==> src/rtl/dse_defs.svh <==
// Constants for the decrement / decrement-and-skip execution logic
// Assumes one core clock; four clocks make one instruction cycle
`ifndef DSE_DEFS_SVH
`define DSE_DEFS_SVH

// Opcode upper six bits
`define DSE_OP_DEC 6'h01
`define DSE_OP_DSZ 6'h0B

// Instruction field positions
`define DSE_OP_HI 15
`define DSE_OP_LO 10
`define DSE_DEST_BIT 9
`define DSE_BANK_BIT 8

// Addressing
`define DSE_IDX_MAX 8'h5F
`define DSE_ACC_SPLIT 8'h60
`define DSE_SFR_BANK 4'hF
`define DSE_LOW_BANK 4'h0

// Quarter-cycle phases
`define DSE_Q1 2'h0
`define DSE_Q2 2'h1
`define DSE_Q3 2'h2
`define DSE_Q4 2'h3

// Status flag positions
`define DSE_FLAG_C 0
`define DSE_FLAG_DC 1
`define DSE_FLAG_Z 2
`define DSE_FLAG_OV 3
`define DSE_FLAG_N 4
`define DSE_FLAGS_RST 5'h00

// Skip lengths in instruction cycles
`define DSE_SKIP_ONE 2'h1
`define DSE_SKIP_TWO 2'h2

`endif

==> src/rtl/dse_pkg.sv <==
// Types for the decrement / decrement-and-skip execution logic
// Assumes dse_defs.svh carries all numeric constants
package dse_pkg;

   typedef enum logic [1:0] {
      DSE_IDLE = 2'b00,
      DSE_EXEC = 2'b01,
      DSE_SKIP = 2'b10
   } dse_state_e;

   typedef logic [7:0] dse_byte_t;
   typedef logic [4:0] dse_flags_t;

endpackage

==> src/rtl/dse_dec_alu.sv <==
// Byte decrement datapath with arithmetic flags
// Assumes the caller registers the result and flags
`timescale 1ns/100ps
`include "dse_defs.svh"

module dse_dec_alu (
   // Operand
   input wire dse_pkg::dse_byte_t operand_i,
   // Result
   output dse_pkg::dse_byte_t result_o,
   output dse_pkg::dse_flags_t flags_o
);

   logic [8:0] sum;
   logic [4:0] low_sum;

   // Subtracting one is adding all ones; carry means no borrow
   always_comb begin
      sum = {1'b0, operand_i} + 9'h0FF;
      low_sum = {1'b0, operand_i[3:0]} + 5'h0F;
      result_o = sum[7:0];
      flags_o = `DSE_FLAGS_RST;
      flags_o[`DSE_FLAG_C] = sum[8];
      flags_o[`DSE_FLAG_DC] = low_sum[4];
      flags_o[`DSE_FLAG_Z] = (sum[7:0] == 8'h00);
      flags_o[`DSE_FLAG_OV] = operand_i[7] & ~sum[7];
      flags_o[`DSE_FLAG_N] = sum[7];
   end

endmodule // dse_dec_alu

==> src/rtl/dse_exec.sv <==
// Execution logic for the plain decrement and decrement-and-skip ops
// Assumes the fetch unit presents one word per instruction cycle at Q1,
// data memory answers a read within the Q2 clock, and the core gives
// the bank select register and index base as steady levels.
//
// Operation
// - The plain decrement subtracts one and updates C, DC, N, OV and Z.
// - Destination bit 0 writes the working register, 1 the file register.
// - The skip decrement writes its destination and leaves all flags alone.
// - A zero skip result discards the fetched next word as an idle slot.
// - The skip decrement takes one cycle without skip and two with one.
// - Skipping a two-word instruction makes three cycles in total.
// - Bank bit 0 picks the access bank, 1 the bank select register.
// - With bank 0, extended set on and address up to 5Fh, index it.
`timescale 1ns/100ps
`include "dse_defs.svh"

module dse_exec #(
   parameter int ADDR_W = 12,
   parameter int BANK_W = 4
) (
   // Clock and reset
   input wire logic sys_clk_i,
   input wire logic sys_rst_i,
   // Fetch side
   input wire logic [15:0] instr_i,
   input wire logic instr_valid_i,
   input wire logic next_two_word_i,
   output logic [1:0] q_phase_o,
   output logic instr_taken_o,
   output logic discard_fetch_o,
   output logic idle_slot_o,
   // Core state
   input wire logic [BANK_W-1:0] bank_select_reg_i,
   input wire logic ext_set_en_i,
   input wire logic [ADDR_W-1:0] index_base_i,
   // Data memory
   output logic [ADDR_W-1:0] mem_addr_o,
   output logic mem_rd_o,
   input wire logic [7:0] mem_rdata_i,
   output logic mem_wr_o,
   output logic [7:0] mem_wdata_o,
   // Working register and status
   output logic w_wr_o,
   output logic [7:0] w_wdata_o,
   output logic status_wr_o,
   output logic [4:0] status_flags_o
);

   if (ADDR_W != BANK_W + 8) begin : g_bad_width
      $error("dse_exec: ADDR_W must equal BANK_W + 8");
   end

   // ------------------------------------------------------------
   // Decode helpers
   // ------------------------------------------------------------
   function automatic logic op_is(input logic [15:0] ins,
                                  input logic [5:0] op);
      op_is = (ins[`DSE_OP_HI:`DSE_OP_LO] == op);
   endfunction

   function automatic logic [ADDR_W-1:0] eff_addr(
      input logic [7:0] f,
      input logic bank,
      input logic ext,
      input logic [BANK_W-1:0] bank_select_reg,
      input logic [ADDR_W-1:0] base);
      logic [BANK_W-1:0] acc_hi;
      acc_hi = (f < `DSE_ACC_SPLIT) ? BANK_W'(`DSE_LOW_BANK)
                                     : BANK_W'(`DSE_SFR_BANK);
      if (bank)
         eff_addr = {bank_select_reg, f};
      else if (ext && f <= `DSE_IDX_MAX)
         eff_addr = base + {{BANK_W{1'b0}}, f};
      else
         eff_addr = {acc_hi, f};
   endfunction

   // ------------------------------------------------------------
   // Quarter-cycle phase
   // ------------------------------------------------------------
   logic [1:0] q;
   logic q_last;

   always_ff @(posedge sys_clk_i) begin
      if (sys_rst_i)
         q <= `DSE_Q1;
      else
         q <= q + 2'h1;
   end

   assign q_last = (q == `DSE_Q4);
   assign q_phase_o = q;

   // ------------------------------------------------------------
   // Decode and sequencing
   // ------------------------------------------------------------
   dse_pkg::dse_state_e state;
   logic hit_dec;
   logic hit_dsz;
   logic take;
   logic op_dsz;
   logic dest_f;
   logic [1:0] skip_left;
   logic skip_now;
   dse_pkg::dse_byte_t operand;
   dse_pkg::dse_byte_t alu_res;
   dse_pkg::dse_flags_t alu_flags;

   assign hit_dec = op_is(instr_i, `DSE_OP_DEC);
   assign hit_dsz = op_is(instr_i, `DSE_OP_DSZ);
   assign take = (state == dse_pkg::DSE_IDLE) && (q == `DSE_Q1)
                 && instr_valid_i && (hit_dec || hit_dsz);
   assign instr_taken_o = take;
   assign idle_slot_o = (state == dse_pkg::DSE_SKIP);
   assign skip_now = op_dsz && (alu_res == 8'h00);

   // Instruction latch at Q1
   always_ff @(posedge sys_clk_i) begin
      if (sys_rst_i) begin
         op_dsz <= 1'b0;
         dest_f <= 1'b1;
         mem_addr_o <= '0;
      end else if (take) begin
         op_dsz <= hit_dsz;
         dest_f <= instr_i[`DSE_DEST_BIT];
         mem_addr_o <= eff_addr(instr_i[7:0], instr_i[`DSE_BANK_BIT],
                                ext_set_en_i, bank_select_reg_i,
                                index_base_i);
      end
   end

   always_ff @(posedge sys_clk_i) begin
      if (sys_rst_i) begin
         state <= dse_pkg::DSE_IDLE;
         skip_left <= 2'h0;
      end else begin
         case (state)
            dse_pkg::DSE_IDLE: begin
               if (take)
                  state <= dse_pkg::DSE_EXEC;
            end
            dse_pkg::DSE_EXEC: begin
               if (q_last && discard_fetch_o) begin
                  state <= dse_pkg::DSE_SKIP;
                  skip_left <= next_two_word_i ? `DSE_SKIP_TWO
                                               : `DSE_SKIP_ONE;
               end else if (q_last) begin
                  state <= dse_pkg::DSE_IDLE;
               end
            end
            dse_pkg::DSE_SKIP: begin
               if (q_last) begin
                  skip_left <= skip_left - 2'h1;
                  if (skip_left == `DSE_SKIP_ONE)
                     state <= dse_pkg::DSE_IDLE;
               end
            end
            default: state <= dse_pkg::DSE_IDLE;
         endcase
      end
   end

   // ------------------------------------------------------------
   // Datapath
   // ------------------------------------------------------------
   dse_dec_alu u_alu (
      .operand_i(operand),
      .result_o(alu_res),
      .flags_o(alu_flags)
   );

   // read strobe during Q2, operand captured at its end
   always_ff @(posedge sys_clk_i) begin
      if (sys_rst_i) begin
         mem_rd_o <= 1'b0;
         operand <= 8'h00;
      end else begin
         mem_rd_o <= take;
         if (mem_rd_o)
            operand <= mem_rdata_i;
      end
   end

   always_ff @(posedge sys_clk_i) begin
      if (sys_rst_i) begin
         mem_wr_o <= 1'b0;
         w_wr_o <= 1'b0;
         status_wr_o <= 1'b0;
         discard_fetch_o <= 1'b0;
         mem_wdata_o <= 8'h00;
         w_wdata_o <= 8'h00;
         status_flags_o <= `DSE_FLAGS_RST;
      end else if (state == dse_pkg::DSE_EXEC && q == `DSE_Q3) begin
         mem_wr_o <= dest_f;
         w_wr_o <= ~dest_f;
         status_wr_o <= ~op_dsz;
         discard_fetch_o <= skip_now;
         mem_wdata_o <= alu_res;
         w_wdata_o <= alu_res;
         status_flags_o <= alu_flags;
      end else begin
         mem_wr_o <= 1'b0;
         w_wr_o <= 1'b0;
         status_wr_o <= 1'b0;
         discard_fetch_o <= 1'b0;
      end
   end
endmodule // dse_exec

==> config.mk <==
export PLATFORM = sky130hd
export DESIGN_NAME = dse_exec
export DESIGN_NICKNAME = d
export VERILOG_FILES = /design/src/rtl/dse_pkg.sv /design/src/rtl/dse_dec_alu.sv /design/src/rtl/dse_exec.sv
export VERILOG_INCLUDE_DIRS = /design/src /design/src/rtl
export SDC_FILE = /design/constraint.sdc
export NUM_CORES = 1
export LEC_CHECK = 0
export CELL_PAD_IN_SITES_DETAIL_PLACEMENT = 0
export CELL_PAD_IN_SITES_GLOBAL_PLACEMENT = 1
export CORE_MARGIN = 3
export CORE_UTILIZATION = 40
export DETAILED_ROUTE_END_ITERATION = 12
export DONT_BUFFER_PORTS = 1
export PLACE_DENSITY = 0.79
export SYNTH_ARGS = -nofsm -noshare
export SYNTH_HDL_FRONTEND = slang
export SYNTH_HIERARCHICAL = 1
export SYNTH_SLANG_ARGS = --single-unit
==> constraint.sdc <==
create_clock -name sys_clk_i -period 6.61 [get_ports sys_clk_i]
set_input_delay 1.983 -clock sys_clk_i [delete_from_list [all_inputs] [get_ports sys_clk_i]]
set_output_delay 1.983 -clock sys_clk_i [all_outputs]
set_load 0.005 [all_outputs]
-- Word level (Yosys, flattened, before mapping)
Index checks and enable logic that the tools add are counted.
- output and inout bits: 42
- input bits: 45
- register bits after elaboration: 46
- word-level logic and storage cells: 66
- muxes and demuxes: 13
- bitwise gates (word level): 5
- reductions and logical operators: 15
- equality and inequality tests: 12
- add/subtract/negate cells: 5
- $lt $le $gt $ge: 2
- operators by type and width (cell ; number):
    12-bit two-way mux ; 2
    2-bit two-way mux ; 8
    12-bit by 8-bit adder with 12-bit output ; 1
    8-bit by 8-bit adder with 9-bit output, second input constant ; 1
    8-bit by 7-bit <= comparator with 1-bit output, second input constant ; 1
    8-bit zero test ; 1
    8-bit by 7-bit less-than comparator with 1-bit output, second input constant ; 1
    1-bit logical AND ; 7
    2-bit equality test, second input constant ; 3
    6-bit by 1-bit equality test with 1-bit output, second input constant ; 1
    6-bit by 4-bit equality test with 1-bit output, second input constant ; 1
    2-bit case mux with 3 select lines ; 1
    4-bit by 4-bit adder with 5-bit output, second input constant ; 1
    2-bit by 1-bit equality test with 1-bit output, second input constant ; 2
    2-bit zero test ; 2
    4-bit two-way mux ; 1
    2-bit by 1-bit != test with 1-bit output, second input constant ; 2
    2-bit != test, second input constant ; 2
    1-bit inverter ; 4
    2-bit case mux with 2 select lines ; 1
    4-bit AND reduction ; 1
    3-bit != test, second input constant ; 1
    3-bit AND reduction ; 1
    2-bit by 1-bit adder with 2-bit output, second input constant ; 1
    5 further kinds ; 5

-- Depth between registers and ports, before layout
- word-level depth: 6
- gate-level depth with buffers: 9
- gate-level depth less buffers: 8

-- By module
Netlist, hierarchy kept.
- by module, submodules not included (module ; sequential area each (um^2) ; area each (um^2) ; cells an instance ; instances):
    dse_exec ; 920.9 ; 2397.3 ; 280 ; 1
    dse_dec_alu ; 0.0 ; 166.4 ; 23 ; 1

-- Worst setup path before layout
No wires, ideal clock.
- path kind: input -> output
- start point: input port instr_i[12]
- end point: output port instr_taken_o
- stages on the path: 5
- slack: 1860 ps
- required time: 4627 ps
- arrival: 2767 ps
- buffers on the path: 2
- cell sequence: nor4b_2 nand3_2 buf_2 inv_2 buf_6
- word-level cells in the longest chain between the ends: 3
- elaborated cells on any way between the ends: 4
- classes of those cells: 2 x eq/ne; 2 x reduce/logical
- ends and longest elaborated chain (element ; line ; text):
    start: declaration ; dse_exec.sv:26 ; input wire logic [15:0] instr_i,
    6-bit by 1-bit equality test with 1-bit output or 6-bit by 4-bit equality test with 1-bit output (tied branches) ; dse_exec.sv:59 ; op_is = (ins[`DSE_OP_HI:`DSE_OP_LO] == op);
    1-bit logical OR (*) ; dse_exec.sv:113 ; && instr_valid_i && (hit_dec || hit_dsz);
    1-bit logical AND (*) ; dse_exec.sv:112 ; assign take = (state == dse_pkg::DSE_IDLE) && (q == `DSE_Q1)
    end: declaration ; dse_exec.sv:30 ; output logic instr_taken_o,
Mark *: on every way between the ends. The rest lies on a longest branch, timed or not.

-- Worst setup path in the final report
Ends and elaborated chain as after synthesis.

==> results.md <==
- Status: completed
- Final Wtd Congestion: about 0.80
- Mean area per synthesized cell: 8.46 um2
- FMAX: 0.205 GHz
- PostCTS Resize Cnt: 0
- Syn_nets: 364
- Leak: 0.947 nW
- Max-Slew Margin vs Limit: between 60% and 70%
- Wirelength per Cell: between 15 and 20 um
- Final Skew: just over 0.007 ns
- Nets: approximately 350
- Vias in the first global route: 1921
- CTS tree: yes
- CP Max Fanout: 20
- Crit path max-delay cell type: nor4b_2
- Max-slew violation count: 0
- Total GRT Usage: 15.5%
- Leading post-synthesis cells by instance count: 46 x dfxtp_1, 42 x nand2_1, 26 x a21oi_1
- Total setup buffers inserted after CTS: 0
- Layout cells sized above 1: around 7%
- Reg clk slew, reported paths: 0.08 ns
- VDD IR-drop max: 0.102 mV
- Initial DRC Count: between 40 and 50
- Buf/Inv on CP: 2
- Pwr dens: 190 nW/um2
- Crit-path max cell delay: roughly 0.35 ns
- Worst path arrival time: 2.89 ns
- Clock power frac: between 30% and 40%
- Remaining Overflow, GRT: 0
- Initial antenna violation count: 0
- Routed Wire Length: 5660 um
- Top-count cell post-synth: dfxtp_1
- Pin count of the biggest net entering global routing: 45
- Largest area contributor in the netlist: dfxtp_1
- H-Tree Depth: 2
- Top cells by area, synth: dfxtp_1 36%, ha_1 7.3%, nand2_1 6.1%
- Cell family with most CP delay: simple AND/OR/NAND/NOR gates
- Final setup margin: 1.73 ns
- Total power: slightly below 0.0005 W
- Sequential area share after synthesis: between 30% and 40%
- Worst-margin pin slew: between 0.5 and 0.6 ns
- Final setup viols: 0
- Startpoint Class: input pin
- Drt first pass iters: 5
- Pre-CTS WS: 1.72 ns
- Sequential share of power: 57.6%
- Inserted Diodes: 0
- I/O pin total: 87
- Post-synth ARST share: 0%
- Vias: 2001
- RSZ-0062 raised after global routing: false
- P_int: 0.000374 W
- Cell count after synthesis: approximately 300
- #FFs+latches synth: 46
- Worst min path class: reg2reg
- DRC Markers: 0
- Crit end category: output pin
- CTS Buf Count: 5
- Die Area: about 7400 um2
- Worst skew pair latency: 0.29 ns
- Row cnt: 28
- Hold Fails Final Rpt: 0
- Synth unique cells: just under 60
- Area delta synth->final: 0.683%
- Crit path kind: in2out
- CP required: 4.63 ns
- CP Cell Sequence: nor4b_2 -> nand3_2 -> buf_4 -> inv_2
- Post-CTS Hold Buffers: 0
- Final period util: ~74%
- Sw power: 0.000115 W
- Setup TNS: 0 ns
- Synth top area share: 35.9%
- Post-synth EDFFs: 0
- CTS root buffer: clkbuf_8
- First-pass GRT wire length: 9310 um
- Via/cell ratio: 5.53
- Die width: 86.1 um
- Synthesis Warnings: 6
- CTS sink cnt: 46
- Die Y: between 80 and 90 um
- Mapped Area: 2560 um2
- Fillers: 644
- IO buf count: 0
- Top_reg_cell synth: dfxtp_1
- Max-Cap Viols: 0
- Antenna Nets Post-Route: 0
- Sw Ratio: between 20% and 30%
- Starting Density: between 40% and 50%
- Reg2reg setup slack: between 4 and 5 ns
- Fin crit period: 4.88 ns
- Dpl hpwl: around 4300 um
- Comb pwr share: 10.0%
- CTS max path bufs: 2
- Core area: 6060 um2
[power groups by stage]
stage / Sequential, W / Clock [W] / Combinational [W]
after floorplan: 0.000287 / 0 / 0.0000459
after global placement: 0.000288 / 0 / 0.0000487
after detailed placement: 0.000288 / 0 / 0.0000489
after CTS: 0.000282 / 0.000167 / 0.0000492
after global routing: 0.000282 / 0.000178 / 0.0000560
final: 0.000282 / 0.000159 / 0.0000487
[stage by stage]
stage	cell area, um2	utilization, %	instances	hold slack, ns
6_report	2580	42.6	362	0.464
5_1_grt	2580	42.6	362	0.495
4_1_cts	2580	42.6	362	0.472
3_5_place_dp	2500	41.3	355	0.460
3_3_place_gp	2500	41.3	355	0.450
2_1_floorplan	2560	-	303	0.413
[cell families (layout without fill, tap and decap cells)]
group | after synthesis | after routing | share of synthesized area (%)
buf+inv | 38 | 22 | 8.30
simple gates | 112 | 112 | 21.7
compound gates | 74 | 74 | 19.8
flops | 46 | 46 | 35.9
mux | 8 | 8 | 3.12
xor+xnor | 9 | 9 | 3.07
fa+ha+maj | 16 | 16 | 8.10
[worst register-to-register path: cells and delay by family, from the launching register on]
| family | cells | cell delay [ns] |
|---|---|---|
| flip-flops | 1 | 0.35 |
| AND/OR/NAND/NOR | 5 | 1.43 |
| adder cells (fa/ha/maj) | 1 | 0.34 |
[worst paths after layout]
| check | cells after the start | start | endpoint |
|---|---|---|---|
| max | 4 | instr_i[12] | instr_taken_o |
| min | 2 | skip_left[1] | skip_left[1] |
| max reg2reg | 6 | operand[2] | discard_fetch_o |
| min reg2reg | 2 | skip_left[1] | skip_left[1] |
[layout make-up]
class	count	area, um2	area share (%)
multi-input cells	219	1430	55.4
flip-flops and latches	46	921	35.7
well taps	75	93.8	3.64
clock buffers	7	76.3	2.96
inverters	14	52.6	2.04
repair buffers	1	7.51	0.291
[cells in the final DEF, fill, tap and decap left out, types with 2 or more instances in the layout]
master and instances:
a211o_1 2, a211oi_1 6, a211oi_2 2, a21o_1 2, a21oi_1 26, a311oi_1 3
a31oi_1 3, and3_1 3, clkbuf_1 2, clkbuf_8 5, dfxtp_1 46, ha_1 15
inv_1 13, mux2i_1 8, nand2_1 42, nand2b_1 2, nand3_1 3, nor2_1 25
nor2b_1 9, nor3_1 7, nor4_1 3, o211a_1 2, o211ai_1 4, o21a_1 3
o21ai_0 7, o221ai_1 2, o22ai_1 2, o31ai_1 3, o41ai_1 2, or2_2 2
or3_1 3, xnor2_1 3, xor2_1 6
[metal layers]
| layer | wire (um) | vias to the layer above | share of wire, % | global-route usage, % |
|---|---|---|---|---|
| met5 | 0 | - | 0 | 0 |
| met4 | 37 | 0 | 0.65 | 3.88 |
| met3 | 518 | 2 | 9.1 | 5.96 |
| met2 | 2620 | 64 | 46 | 24.7 |
| met1 | 2490 | 906 | 44 | 19.7 |
| li1 | - | 1029 | - | - |
[registers in the layout, summed over array words and instances, names as in the netlist, 2 cells and up]
signal,flops
state,2
mem_addr_o,12
q_phase_o,2
status_flags_o,5
operand,8
w_wdata_o,8
skip_left,2
No activity file was read; power rests on OpenSTA's default activity.
